File: config.mk
export PLATFORM = sky130hd
export DESIGN_NAME = cfr_regs
export DESIGN_NICKNAME = d
export VERILOG_FILES = /design/src/rtl/cfr_pkg.sv /design/src/rtl/cfr_regs.sv /design/src/rtl/cfr_chop_seq.sv /design/src/rtl/cfr_ofs_apply.sv
export VERILOG_INCLUDE_DIRS = /design/src /design/src/rtl
export SDC_FILE = /design/constraint.sdc
export NUM_CORES = 1
export LEC_CHECK = 0
export BUFFER_PORTS_ARGS = -buffer_cell sky130_fd_sc_hd__buf_2
export CAP_MARGIN = 10
export CORE_MARGIN = 2
export CORE_UTILIZATION = 50
export DETAILED_ROUTE_END_ITERATION = 12
export GPL_TIMING_DRIVEN = 0
export PLACE_DENSITY = 0.77
export SLEW_MARGIN = 15
export SYNTH_ARGS = -nofsm -noshare
export SYNTH_HDL_FRONTEND = slang
export SYNTH_SLANG_ARGS = --single-unit
File: constraint.sdc
create_clock -name hclk -period 3.1 [get_ports hclk]
set_input_delay 0.155 -clock hclk [delete_from_list [all_inputs] [get_ports hclk]]
set_output_delay 0.155 -clock hclk [all_outputs]
set_load 0.03 [all_outputs]
File: src/rtl/cfr_params.svh
// register offsets, field positions, reset values and timing counts
`ifndef CFR_PARAMS_SVH
`define CFR_PARAMS_SVH
`define CFR_IDX_RSV05 8'h05
`define CFR_IDX_CHOP 8'h06
`define CFR_IDX_RSV07 8'h07
`define CFR_IDX_RSV08 8'h08
`define CFR_IDX_CH0_SETUP 8'h09
`define CFR_IDX_OFS_HIGH 8'h0A
`define CFR_IDX_OFS_LOW 8'h0B
`define CFR_IDX_RESULT 8'h20
`define CFR_IDX_STATUS 8'h21
`define CFR_CHOP_RESET 16'h0600
`define CFR_ZERO_RESET 16'h0000
`define CFR_CHOP_EN_BIT 8
`define CFR_DLY_LSB 9
`define CFR_DLY_MSB 12
`define CFR_MUX_MSB 1
`define CFR_RSV08_RO_MASK 16'h00F0
`define CFR_CH0_RO_MASK 16'h0038
`define CFR_LOW_RO_MASK 16'h00FF
`define CFR_DLY_MIN_PERIODS 2
`endif

File: src/rtl/cfr_pkg.sv
// types shared by the chop and channel 0 configuration block
package cfr_pkg;
  typedef enum logic [1:0] {
    CFR_MUX_PINS = 2'h0,
    CFR_MUX_SHORT = 2'h1,
    CFR_MUX_TEST_POS = 2'h2,
    CFR_MUX_TEST_NEG = 2'h3
  } cfr_mux_t;
  typedef enum logic [2:0] {
    CFR_ST_IDLE = 3'b001,
    CFR_ST_SETTLE = 3'b010,
    CFR_ST_MEASURE = 3'b100
  } cfr_chop_st_t;
endpackage

File: src/rtl/cfr_regs.sv
// chop and channel 0 configuration register bank on ahb-lite
// Notes on behaviour
// RL1: delay code bits 12:9 set settle wait of 2^(code+1) modulator periods, reset 0011b
// RL2: bit 8 enables global chopping; resets disabled
// RL3: chop configuration word at 06h resets to 0600h
// RL4: host writes zeros to chop word bits 15:13 and 7:0
// RL5: channel 0 selector 1:0: pins, shorted, positive test, negative test
// RL6: channel 0 word bits 5:3 read zero; host writes zero elsewhere reserved
// RL7: word 0Ah holds offset bits 23:8, resets zero
// RL8: word 0Bh holds offset bits 7:0 in 15:8; low byte reads zero
// RL9: reserved words 05h and 07h read/write, reset zero, host writes zeros
// RL10: word 08h bits 7:4 read zero; host writes zeros to other bits
// RL11: offset words join into signed 24-bit correction on channel 0 results
// RL12: with chopping on, discard conversions until delay passes after each swap
//
// Implementation choice: register access over AHB-Lite.
`timescale 1ns/1ps
`include "cfr_params.svh"
module cfr_regs
  import cfr_pkg::*;
(
  input wire logic hclk,
  input wire logic hresetn,
  input wire logic hsel,
  input wire logic [31:0] haddr,
  input wire logic [1:0] htrans,
  input wire logic hwrite,
  input wire logic [2:0] hsize,
  input wire logic [31:0] hwdata,
  input wire logic hready,
  output logic hreadyout,
  output logic hresp,
  output logic [31:0] hrdata,
  input wire logic mod_tick,
  input wire logic conv_valid,
  input wire logic [23:0] conv_data,
  output logic [1:0] first_channel_input_select,
  output logic chop_polarity,
  output logic result_valid,
  output logic [23:0] result_data
);
  logic [15:0] reserved_slot_05_r;
  logic [15:0] chop_configuration_r;
  logic [15:0] reserved_slot_07_r;
  logic [15:0] reserved_slot_08_r;
  logic [15:0] first_channel_setup_r;
  logic [15:0] first_channel_offset_high_r;
  logic [15:0] first_channel_offset_low_r;
  logic wr_pend_r;
  logic [7:0] wr_idx_r;
  logic [15:0] wd;
  logic rd_go;
  logic [7:0] idx;
  logic [31:0] rd_nxt;
  logic [15:0] ro_mask;
  logic wr_hit;
  logic chop_enable_bit;
  logic [3:0] chop_settle_delay;
  logic [23:0] ofs;
  logic accept;
  logic [23:0] result_r;
  logic [15:0] accept_cnt_r;
  cfr_mux_t first_channel_input_mux;

  ////////////////////////////////////////////////////////////////////////////
  // bus decode; zero wait states, always okay
  assign hreadyout = 1'b1;
  assign hresp = 1'b0;
  assign idx = haddr[9:2];
  assign rd_go = hsel && hready && htrans[1] && !hwrite;
  assign wd = hwdata[15:0];
  // write still in its data phase while a read samples the same word
  assign wr_hit = wr_pend_r && (wr_idx_r == idx);

  always_ff @(posedge hclk or negedge hresetn) begin
    if (!hresetn) begin
      wr_pend_r <= 1'b0;
      wr_idx_r <= 8'h00;
    end else if (hready) begin
      wr_pend_r <= hsel && htrans[1] && hwrite;
      wr_idx_r <= idx;
    end
  end

  ////////////////////////////////////////////////////////////////////////////
  // register writes; read-only bits are masked so they always hold zero
  always_ff @(posedge hclk or negedge hresetn) begin
    if (!hresetn) begin
      reserved_slot_05_r <= `CFR_ZERO_RESET; // RL9
      chop_configuration_r <= `CFR_CHOP_RESET; // RL3
      reserved_slot_07_r <= `CFR_ZERO_RESET; // RL9
      reserved_slot_08_r <= `CFR_ZERO_RESET;
      first_channel_setup_r <= `CFR_ZERO_RESET;
      first_channel_offset_high_r <= `CFR_ZERO_RESET; // RL7
      first_channel_offset_low_r <= `CFR_ZERO_RESET;
    end else if (wr_pend_r) begin
      if (wr_idx_r == `CFR_IDX_RSV05) begin
        reserved_slot_05_r <= wd; // RL9
      end else if (wr_idx_r == `CFR_IDX_CHOP) begin
        // reserved bits stored as written; host keeps them zero
        chop_configuration_r <= wd; // RL4
      end else if (wr_idx_r == `CFR_IDX_RSV07) begin
        reserved_slot_07_r <= wd; // RL9
      end else if (wr_idx_r == `CFR_IDX_RSV08) begin
        reserved_slot_08_r <= wd & ~`CFR_RSV08_RO_MASK; // RL10
      end else if (wr_idx_r == `CFR_IDX_CH0_SETUP) begin
        first_channel_setup_r <= wd & ~`CFR_CH0_RO_MASK; // RL6
      end else if (wr_idx_r == `CFR_IDX_OFS_HIGH) begin
        first_channel_offset_high_r <= wd; // RL7
      end else if (wr_idx_r == `CFR_IDX_OFS_LOW) begin
        first_channel_offset_low_r <= wd & ~`CFR_LOW_RO_MASK; // RL8
      end
    end
  end

  ////////////////////////////////////////////////////////////////////////////
  // field extraction
  assign chop_enable_bit = chop_configuration_r[`CFR_CHOP_EN_BIT]; // RL2
  assign chop_settle_delay = chop_configuration_r[`CFR_DLY_MSB:`CFR_DLY_LSB]; // RL1
  assign first_channel_input_mux = cfr_mux_t'(first_channel_setup_r[`CFR_MUX_MSB:0]);
  assign first_channel_input_select = first_channel_input_mux; // RL5
  assign ofs = {first_channel_offset_high_r, first_channel_offset_low_r[15:8]}; // RL11

  ////////////////////////////////////////////////////////////////////////////
  // datapath
  cfr_chop_seq u_chop (
    .hclk(hclk),
    .hresetn(hresetn),
    .chop_en(chop_enable_bit),
    .dly_code(chop_settle_delay),
    .mod_tick(mod_tick),
    .conv_valid(conv_valid),
    .chop_polarity(chop_polarity),
    .accept(accept)
  );

  cfr_ofs_apply #(.W(24)) u_ofs (
    .hclk(hclk),
    .hresetn(hresetn),
    .in_valid(accept),
    .in_data(conv_data),
    .offset(ofs),
    .out_valid(result_valid),
    .out_data(result_data)
  );

  // last corrected result and accepted count, visible to software
  always_ff @(posedge hclk or negedge hresetn) begin
    if (!hresetn) begin
      result_r <= 24'h000000;
      accept_cnt_r <= 16'h0000;
    end else if (result_valid) begin
      result_r <= result_data;
      accept_cnt_r <= accept_cnt_r + 16'h0001;
    end
  end

  ////////////////////////////////////////////////////////////////////////////
  // read mux; unmapped words read zero
  always_comb begin
    rd_nxt = 32'h00000000;
    ro_mask = 16'h0000;
    if (idx == `CFR_IDX_RSV05) begin
      rd_nxt = {16'h0000, reserved_slot_05_r};
    end else if (idx == `CFR_IDX_CHOP) begin
      rd_nxt = {16'h0000, chop_configuration_r};
    end else if (idx == `CFR_IDX_RSV07) begin
      rd_nxt = {16'h0000, reserved_slot_07_r};
    end else if (idx == `CFR_IDX_RSV08) begin
      ro_mask = `CFR_RSV08_RO_MASK;
      rd_nxt = {16'h0000, reserved_slot_08_r & ~`CFR_RSV08_RO_MASK}; // RL10
    end else if (idx == `CFR_IDX_CH0_SETUP) begin
      ro_mask = `CFR_CH0_RO_MASK;
      rd_nxt = {16'h0000, first_channel_setup_r & ~`CFR_CH0_RO_MASK}; // RL6
    end else if (idx == `CFR_IDX_OFS_HIGH) begin
      rd_nxt = {16'h0000, first_channel_offset_high_r};
    end else if (idx == `CFR_IDX_OFS_LOW) begin
      ro_mask = `CFR_LOW_RO_MASK;
      rd_nxt = {16'h0000, first_channel_offset_low_r & ~`CFR_LOW_RO_MASK}; // RL8
    end else if (idx == `CFR_IDX_RESULT) begin
      rd_nxt = {8'h00, result_r};
    end else if (idx == `CFR_IDX_STATUS) begin
      rd_nxt = {13'h0000, chop_polarity, chop_enable_bit, 1'b0, accept_cnt_r};
    end
    // back-to-back read would otherwise return the word before the write lands
    if (wr_hit && idx >= `CFR_IDX_RSV05 && idx <= `CFR_IDX_OFS_LOW) begin
      rd_nxt = {16'h0000, wd & ~ro_mask};
    end
  end

  // read data registered in the address phase so it stands in the data phase
  always_ff @(posedge hclk or negedge hresetn) begin
    if (!hresetn) begin
      hrdata <= 32'h00000000;
    end else if (rd_go) begin
      hrdata <= rd_nxt;
    end
  end
endmodule // cfr_regs

File: src/rtl/cfr_chop_seq.sv
// global chop sequencer: settle wait after each polarity swap
`timescale 1ns/1ps
`include "cfr_params.svh"
module cfr_chop_seq
  import cfr_pkg::*;
(
  input wire logic hclk,
  input wire logic hresetn,
  input wire logic chop_en,
  input wire logic [3:0] dly_code,
  input wire logic mod_tick,
  input wire logic conv_valid,
  output logic chop_polarity,
  output logic accept
);
  cfr_chop_st_t state_r;
  logic [16:0] cnt_r;
  logic [16:0] target;
  // code n waits 2^(n+1) modulator periods
  assign target = 17'(`CFR_DLY_MIN_PERIODS) << dly_code; // RL1
  assign accept = chop_en ? (state_r == CFR_ST_MEASURE) && conv_valid : conv_valid; // RL12

  ////////////////////////////////////////////////////////////////////////////
  always_ff @(posedge hclk or negedge hresetn) begin
    if (!hresetn) begin
      state_r <= CFR_ST_IDLE;
      cnt_r <= 17'h00000;
      chop_polarity <= 1'b0;
    end else if (!chop_en) begin
      state_r <= CFR_ST_IDLE;
      cnt_r <= 17'h00000;
      chop_polarity <= 1'b0;
    end else begin
      case (state_r)
        CFR_ST_IDLE: begin
          state_r <= CFR_ST_SETTLE;
          cnt_r <= 17'h00000;
        end
        CFR_ST_SETTLE: begin
          if (mod_tick) begin
            if (cnt_r + 17'h00001 >= target) begin
              state_r <= CFR_ST_MEASURE; // RL12
            end
            cnt_r <= cnt_r + 17'h00001;
          end
        end
        CFR_ST_MEASURE: begin
          // one accepted result per phase, then swap inputs and settle again
          if (conv_valid) begin
            chop_polarity <= ~chop_polarity;
            state_r <= CFR_ST_SETTLE;
            cnt_r <= 17'h00000;
          end
        end
        default: state_r <= CFR_ST_IDLE;
      endcase
    end
  end
endmodule // cfr_chop_seq

File: src/rtl/cfr_ofs_apply.sv
// applies the signed 24-bit offset to channel 0 results
`timescale 1ns/1ps
module cfr_ofs_apply #(
  parameter int W = 24
) (
  input wire logic hclk,
  input wire logic hresetn,
  input wire logic in_valid,
  input wire logic [W-1:0] in_data,
  input wire logic [W-1:0] offset,
  output logic out_valid,
  output logic [W-1:0] out_data
);
  logic signed [W:0] sum;
  logic signed [W-1:0] maxv;
  logic signed [W-1:0] minv;
  assign maxv = {1'b0, {(W-1){1'b1}}};
  assign minv = {1'b1, {(W-1){1'b0}}};
  assign sum = $signed({in_data[W-1], in_data}) + $signed({offset[W-1], offset}); // RL11

  ////////////////////////////////////////////////////////////////////////////
  always_ff @(posedge hclk or negedge hresetn) begin
    if (!hresetn) begin
      out_valid <= 1'b0;
      out_data <= '0;
    end else begin
      out_valid <= in_valid;
      // saturate rather than wrap at full scale
      if (in_valid) begin
        if (sum[W] != sum[W-1]) begin
          out_data <= sum[W] ? minv : maxv;
        end else begin
          out_data <= sum[W-1:0];
        end
      end
    end
  end
endmodule // cfr_ofs_apply

==> flow_summary.yaml, run 1 <==
drt:
  postRouteAntennaNets: 0
  drc_errors: 0
  num_vias: 9523
  routed_wl_um: 33360
  wl_per_cell_um: 20.72
  viasPerCell: 5.915
  drtIter0Drc: 973
  firstDrtPassIters: 6
clock_tree:
  clk_pin_slew_ps: 60
  cts_made_buffers: 23
  cts_max_level: 1
  cts-root-buf: "clkbuf_16"
  clock_latency_ps: 520
  cts_tree: "yes"
  cts_sinks: 216
  cts.path.max_buffers: 3
timing:
  tightest_slew_ps: 1142
  finalHoldWorstSlack_ps: 22.28
  finalCriticalPeriod_ps: 3057
  relSlewSlack: 0.2370
  setup_viol: 0
  post-route-period-util: 0.9860
  rsz0062_at_grt: "yes"
  slew_viol_final: 0
  setup_tns_ps: 0
  fmax_mhz: 327.1
  final_hold_viol_count: 0
  fin_skew_ps: 13.29
grt:
  grt_overflow: 0
  track_usage: 0.2685
  grt_pass1_vias: 9300
  grt_start_max_net_pins: 109
  antenna_found_initial: 0
  grt_first_pass_wirelength_um: 51340
hold_path:
  hold_path_end: "reserved_slot_05_r[11]"
  hp-start: "hwdata[11]"
  hp-class: "in2reg"
  hold_depth: 2
synth:
  synth_area_um2: 11770
  ys_ff_latch: 216
  synth_edf_count: 0
  yosysMostFrequentCell: "dfrtp_1"
  synthDistinctLibCells: 69
  synthArstFlopShare: 1.000
  ys_top_cells_by_area: "dfrtp_1 45%, mux2_2 13%, ha_1 4.5%, nand2_1 3.8%, xnor2_1 3.0%"
  synth_area_per_cell_um2: 10.65
  synth.top_cell.area_share: 0.4529
  synth_top_area_cell: "dfrtp_1"
  synthTopCellsByCount: "213 x dfrtp_1, 140 x mux2_2, 119 x nand2_1"
  yosysWarnings: 0
  syn_inst: 1105
  yosysSeqAreaShare: 0.4596
  synthFlopType: "dfrtp_1"
cells_and_area:
  layout-drive-gt1-share: 0.2866
  layout.cells.non_filler: 1610
  n_antenna_cell: 0
  utilization: 0.5973
  num-nets-final: 1418
  area_delta_synth_final_pct: 18.06
place:
  gp_congestion: 0.9590
  dp_hpwl_um: 24550
  port_buffers: 106
  dp_cells: 1540
critical_path:
  rr_worst_depth: 15
  regToRegEndpoint: "u_chop.state_r[2]"
  rr_startpoint: "u_chop.cnt_r[0]"
  worstSetupStartpointType: "flop"
  cp-end-kind: "flop"
  crit_type: "reg2reg"
  rrSetupSlack_ps: 40
  cp.arrival_ps: 3450
  worstPathRequired_ps: 3500
  path_max_fanout: 5
floorplanning:
  core_region_area_um2: 23260
  fp-row-count: 56
  die_w_um: 157.4
  start_util: 0.5059
  ios: 162
  die_height_um: 157.4
  die_area_um2: 24780
pwr:
  power_density_nw_per_um2: 531.1
  power.leakage_uw: 0.006180
  peakVddDrop_v: 0.0005717
run:
  max-cap-violations: 0
outcome:
  status: "finished clean"
## registers in the layout, indices dropped and copies added (netlist names)
register	count
u_ofs.out_valid	1
wr_pend_r	1
u_chop.cnt_r	17
result_r	24
reserved_slot_07_r	16
u_chop.chop_polarity	1
first_channel_setup_r	13
first_channel_offset_high_r	16
hrdata	24
chop_configuration_r	16
u_ofs.out_data	24
reserved_slot_05_r	16
first_channel_offset_low_r	8
reserved_slot_08_r	12
accept_cnt_r	16
wr_idx_r	8
u_chop.state_r	3
## layout by cell type (no fill, tap or decap), drive strengths merged, types with 6 or more instances in the layout
cell	Yosys	layout
nand2	119	119
nand4	11	11
mux2i	19	19
nor3	15	15
nor2b	10	10
dfrtp	213	213
xnor2	40	40
xor2	20	20
a21o	13	13
dlygate4sd3	0	18
o211ai	9	9
clkbuf	33	68
a221oi	10	10
and3	13	13
a21oi	62	62
nor2	59	59
nand2b	6	6
ha	42	42
a22oi	29	29
inv	14	15
nor3b	6	6
o21ai	67	67
buf	31	150
conb	2	10
a211oi	6	6
nand3	33	33
mux2	140	140
a22o	9	9
and2	8	8
## area by class of cell
cell class | instances | area (um2)
repair buffers | 137 | 858.3
plain buffers | 64 | 321.6
flip-flops and latches | 216 | 5413
clock buffers | 35 | 660.6
well taps | 319 | 399.1
multi-input cells | 819 | 6150
clock inverters | 6 | 40.04
fillers | 1945 | 9368
inverters | 14 | 52.55
## worst max path at each step
stage,start,endpoint,slack (ps)
2_1_floorplan,u_chop.cnt_r[0],u_chop.state_r[2],20
3_3_place_gp,hresetn,wr_idx_r[7],-1770
3_5_place_dp,u_chop.cnt_r[0],u_chop.state_r[2],-460
4_1_cts,u_chop.cnt_r[1],u_chop.state_r[2],-40
5_1_grt,u_chop.cnt_r[0],u_chop.state_r[2],-70
6_report,u_chop.cnt_r[0],u_chop.state_r[2],40
## through the flow
step | cell area [um2] | setup WS, ps | power [uW]
after floorplan | 11800 | 19.30 | 4246
after global placement | 12730 | -1770 | 4713
after detailed placement | 12790 | -456.2 | 4759
after CTS | 13750 | -43.12 | 7386
after global routing | 13890 | -67.06 | 7679
final | 13890 | 43.26 | 7380
## where the power goes
group	switching [uW]	internal [uW]	leakage, uW	total [uW]
registers	277	3110	0.00265	3390
clock network	1150	1470	0.000342	2620
logic	809	558	0.00318	1370
total	2230	5150	0.00618	7380
## layer usage
metal	track usage	routed length [um]	share of wire	vias to the layer above
met5	0	0	0	-
met4	0.08658	1071	0.032	0
met3	0.05011	2557	0.077	73
met2	0.4263	15150	0.45	395
met1	0.3727	14570	0.44	4709
li1	-	-	-	4346
## cells by family (layout without fill, tap and decap cells)
logic type,after synthesis,after routing,synth area share
AO/OA/AOI/OAI,252,252,0.1464
XOR/XNOR,60,60,0.04465
adder cells (fa/ha/maj),44,44,0.04720
buffers and inverters,78,256,0.03168
flip-flops,216,216,0.4596
multiplexers,161,161,0.1539
other,2,10,0.0006381
AND/OR/NAND/NOR,292,292,0.1159
## worst max-delay path: stages, from the launching register on
cell and delay, ps:
dfrtp_2 430, ha_4 180, nand3_4 80, nor2_4 130, and3_4 210, and3_4 240
xor2_2 170, ha_1 260, a21o_1 180, a21o_1 160, a21oi_2 120, o21ai_1 70
a21o_1 160, a31oi_2 170, o211ai_1 130, a32o_1 240
## what timing repair did
item	in CTS	in global routing
setup buffers	3	8
pin swaps	3	15
endpoints found under the hold margin	144	0
gates resized for setup	13	22
hold buffers	18	0
gates cloned	0	0
endpoints found under the setup margin	13	26
No activity file was read; power rests on OpenSTA's default activity.
==> run 2: changes to the inputs <==
- PLACE_DENSITY: 0.77 -> 0.74
- clock period: 3.1 -> 3.35 ns (I/O delays scaled with it)
==> flow_summary.yaml, run 2 (synthesized netlist as in run 1, its figures left out) <==
grt:
  track_usage: 0.2715
  grt_pass1_vias: 9254
  grt_util_met2: 0.4421
  antenna_found_initial: 0
  grt_overflow: 0
  grt_start_max_net_pins: 86
  grt_first_pass_wirelength_um: 51790
  grtUsageMet1: 0.3667
  top_usage_layer: "met2"
  met3_usage: 0.05782
place:
  port_buffers: 106
  gp_congestion: 0.9493
  dp_hpwl_um: 24910
  dp_cells: 1540
  dpl-instance-area_um2: 12790
timing:
  slew_viol_final: 0
  tightest_slew_ps: 859.3
  setup_viol: 0
  final_hold_viol_count: 0
  finalCriticalPeriod_ps: 3183
  post-route-period-util: 0.9500
  fin_skew_ps: 6.903
  fmax_mhz: 314.2
  relSlewSlack: 0.4271
clock_tree:
  cts-root-buf: "clkbuf_16"
  cts_sinks: 216
  clock_latency_ps: 500
  cts_tree: "yes"
  cts_max_level: 1
  cts_made_buffers: 23
  cts.path.max_buffers: 3
  clk_pin_slew_ps: 60
cells_and_area:
  multiInputGateArea_um2: 6095
  area_delta_synth_final_pct: 17.29
  seqCellArea_um2: 5411
  layout-drive-gt1-share: 0.2759
  mostFrequentLayoutCell: "dfrtp_1"
  layout.cells.non_filler: 1595
  num-nets-final: 1403
  fin_area_um2: 13800
  final_cell_mix: "211 x dfrtp_1, 140 x mux2_2, 119 x nand2_1, 115 x buf_2, 65 x o21ai_0"
  fillers: 1992
  n_antenna_cell: 0
  reg.largest.list: "hrdata: 24 flops, result_r: 24 flops, u_ofs.out_data: 24 flops"
drt:
  postRouteAntennaNets: 0
  viasPerCell: 5.907
  firstDrtPassIters: 8
  drc_errors: 0
  num_vias: 9422
  routed_wl_um: 33350
  drtIter0Drc: 888
  wl_per_cell_um: 20.91
outcome:
  status: "finished clean"
pwr:
  seqPwrFrac: 0.445
  power_density_nw_per_um2: 511.8
  p_switching_uw: 2049
  peakVddDrop_v: 0.0003428
  internal_power_uw: 5015
  power.leakage_uw: 0.006160
  clockPowerShare: 0.377
  switching_share: 0.2901
  combPwrFrac: 0.177
run:
  max-cap-violations: 0
critical_path:
  regToRegEndpoint: "u_chop.state_r[2]"
  rrSetupSlack_ps: 170
  rr_startpoint: "u_chop.cnt_r[1]"
  worstSetupStartpointType: "flop"
  cp-end-kind: "flop"
  worstPathRequired_ps: 3740
  cp.arrival_ps: 3570
  critPathLaunch: "u_chop.cnt_r[1]"
  crit_path_end: "u_chop.state_r[2]"
  crit_type: "reg2reg"
  rr_worst_depth: 15
  path_max_fanout: 4
floorplanning:
  die_w_um: 157.4
  core_region_area_um2: 23260
  die_area_um2: 24780
  die_height_um: 157.4
  start_util: 0.5059
  ios: 162
  fp-row-count: 56
hold_path:
  hp-class: "in2reg"
==> run 2: changes by cell type in the layout (fill, tap and decap cells not counted), sizes merged <==
cell | previous run | this run
clkinvlp | 1 | 0
dlygate4sd3 | 18 | 13
bufinv | 0 | 3
inv | 15 | 14
clkbuf | 68 | 67
buf | 150 | 140
==> run 2: worst min path at each step <==
stage | from | end | slack, ps | depth (start not counted)
6_report | haddr[8] | wr_idx_r[6] | 10 | 2
3_3_place_gp | hsel | wr_pend_r | 430 | 3
5_1_grt | haddr[8] | wr_idx_r[6] | 20 | 2
2_1_floorplan | hresetn | accept_cnt_r[0] | -130 | 0
3_5_place_dp | hresetn | u_ofs.out_data[21] | 140 | 1
4_1_cts | haddr[8] | wr_idx_r[6] | 7 | 2
==> run 2: power groups by stage <==
stage / sequential, uW / combinational, uW / clock (uW)
floorplan: 3220 / 707 / 0
global placement: 3180 / 1190 / 0
detailed placement: 3180 / 1230 / 0
CTS: 3140 / 1250 / 2680
global route: 3170 / 1360 / 2810
finish: 3150 / 1250 / 2660
==> run 2: stage by stage <==
stage	worst slack [ps]	TNS, ps	hold WS (ps)	total power, uW	utilization
floorplan	269.3	0	-128.1	3929	-
global placement	-1534	-323340	432.5	4369	0.5472
detailed placement	-229.4	-349.4	143.3	4417	0.5500
CTS	49.11	0	6.568	7075	0.5906
global route	-31.71	-31.71	17.54	7340	0.5934
finish	167.5	0	14.89	7064	0.5934
==> run 2: layer usage <==
layer  up-vias  part of all wire
li1       4290                 -
met1      4686              0.43
met2       367              0.47
met3        79             0.077
met4         0             0.031
met5         -                 0
==> run 2: cell type report <==
class,instances,area share
multi-input combinational,819,0.4415
sequential,216,0.3920
timing repair buffer,122,0.05312
clock buffer,34,0.04904
tap,319,0.02892
buffer,64,0.02330
clock inverter,7,0.008249
inverter,14,0.003807
==> run 2: critical path: stages, from the launching register on <==
cell and delay (ps):
dfrtp_1 440, ha_4 180, nand3_1 120, nor2_2 140
and3_4 220, and3_2 260, xor2_1 180, ha_1 270
a21o_1 160, a21o_1 160, a21oi_1 120, o21ai_0 100
a21o_1 160, a31oi_1 190, o211ai_1 150, a32o_1 220
==> run 2: repair_timing <==
| action | 4_1_cts | 5_1_grt |
|---|---|---|
| cloned | 0 | 0 |
| hold buffers | 13 | 0 |
| gates resized for setup | 5 | 14 |
| endpoints found under the setup margin | 2 | 11 |
| pin swaps | 1 | 2 |
| endpoints found under the hold margin | 89 | 0 |
| setup buffers | 1 | 0 |
==> run 3: changes to the inputs <==
- clock period: 3.35 -> 3.47 ns (I/O delays scaled with it)
==> flow_summary.yaml, run 3 (synthesized netlist as in run 1, its figures left out) <==
timing:
  tightest_slew_ps: 863.8
  fin_skew_ps: 6.634
  relSlewSlack: 0.4242
  final_hold_viol_count: 0
  setup_viol: 0
  fmax_mhz: 303.6
  post-route-period-util: 0.9491
  finalHoldWorstSlack_ps: 7.792
  slew_viol_final: 0
  finalCriticalPeriod_ps: 3293
  setup_tns_ps: 0
drt:
  wl_per_cell_um: 20.96
  viasPerCell: 5.921
  drc_errors: 0
  routed_wl_um: 33350
  drtIter0Drc: 886
  firstDrtPassIters: 6
  postRouteAntennaNets: 0
  num_vias: 9420
cells_and_area:
  area_delta_synth_final_pct: 16.76
  fillers: 2014
  reg.largest.list: "hrdata: 24 flops, result_r: 24 flops, u_ofs.out_data: 24 flops"
  num-nets-final: 1399
  mostFrequentLayoutCell: "dfrtp_1"
  utilization: 0.5907
  layout-drive-gt1-share: 0.2728
  final_cell_mix: "212 x dfrtp_1, 140 x mux2_2, 119 x nand2_1, 115 x buf_2, 65 x o21ai_0"
  layout.cells.non_filler: 1591
  n_antenna_cell: 0
clock_tree:
  clock_latency_ps: 500
  clk_pin_slew_ps: 60
  post_cts.repair.setup_buffers: 0
  cts_made_buffers: 23
  cts_tree: "yes"
  cts_max_level: 1
  cts_sinks: 216
  cts.path.max_buffers: 3
  cts-root-buf: "clkbuf_16"
pwr:
  peakVddDrop_v: 0.0003327
  power.leakage_uw: 0.006134
  power_density_nw_per_um2: 496.6
floorplanning:
  die_height_um: 157.4
  ios: 162
  core_region_area_um2: 23260
  fp-row-count: 56
  start_util: 0.5059
  die_w_um: 157.4
  die_area_um2: 24780
critical_path:
  worstSetupStartpointType: "flop"
  worstPathRequired_ps: 3860
  critPathBufInv: 0
  path_max_fanout: 5
  cp.arrival_ps: 3690
  critical_path.top_delay_family: "simple AND/OR/NAND/NOR gates"
  crit_type: "reg2reg"
  slowest_stage: "dfrtp_1"
  max_stage_delay_ps: 470
  crit_chain: "ha_4 > nand3_2 > nor2_4 > and3_2 > and3_2 > nand3_2 > nor2_4 > xor2_2 > ha_1 > a21oi_1 > o21ai_0 > a21o_1 > a31oi_1 > o211ai_1 > a32o_1"
  cp-end-kind: "flop"
place:
  dp_hpwl_um: 24910
  gp_congestion: 0.9493
  port_buffers: 106
  dp_cells: 1540
grt:
  grt_start_max_net_pins: 86
  grt_first_pass_wirelength_um: 51740
  track_usage: 0.2714
  antenna_found_initial: 0
  grt_overflow: 0
  grt_pass1_vias: 9242
outcome:
  status: "finished clean"
run:
  max-cap-violations: 0
hold_path:
  hp-class: "in2reg"
-- run 3: changes by cell type in the layout (fill, tap and decap cells not counted), sizes merged --
cell	before	now
buf	140	139
dlygate4sd3	13	10
-- run 3: routing by layer --
layer,share of wire,GRT usage
met1,0.42,0.3663
met2,0.47,0.4419
met3,0.081,0.05782
met4,0.029,0.07879
met5,0,0
-- run 3: cell type report --
cell class                 instances  area [um2]  share of cell area
clock inverter                     7       113.9            0.008286
multi-input combinational        819        6072              0.4419
timing repair buffer             118       695.7             0.05063
inverter                          14       52.55            0.003824
buffer                            64       320.3             0.02331
sequential                       216        5410              0.3937
tap                              319       399.1             0.02905
clock buffer                      34       676.9             0.04926
-- run 3: path summary, 6_finish.rpt --
path                                  from                 end  slack, ps  cells after the start
min in group asynchronous          hresetn  u_ofs.out_data[21]        190                      2
min                               haddr[9]         wr_idx_r[7]          8                      2
max                        u_chop.cnt_r[0]   u_chop.state_r[2]        180                     15
max in group asynchronous          hresetn         wr_idx_r[7]       2120                      4
min reg2reg                     hrdata[17]          hrdata[17]        470                      2
max reg2reg                u_chop.cnt_r[0]   u_chop.state_r[2]        180                     15
-- run 3: repair_timing --
action,4_1_cts,5_1_grt
gates cloned,0,0
resized for setup,3,10
setup endpoints to repair,2,2
hold buffers,9,1
endpoints found under the hold margin,78,2
pin swaps,0,1
-- run 3: report_power, final --
group,switching (uW),internal (uW),total [uW],leakage (uW)
sequential,258,2780,3040,0.00266
clock,1010,1570,2580,0.000391
combinational,719,488,1210,0.00309
total,1980,4840,6820,0.00613
-- run 3: metrics by stage --
| step | power, uW | area [um2] | setup WS [ps] |
|---|---|---|---|
| 2_1_floorplan | 3793 | 11800 | 389.3 |
| 3_3_place_gp | 4218 | 12730 | -1420 |
| 3_5_place_dp | 4264 | 12790 | -109.4 |
| 4_1_cts | 6827 | 13680 | 4.955 |
| 5_1_grt | 7083 | 13740 | -21.74 |
| 6_report | 6824 | 13740 | 176.6 |
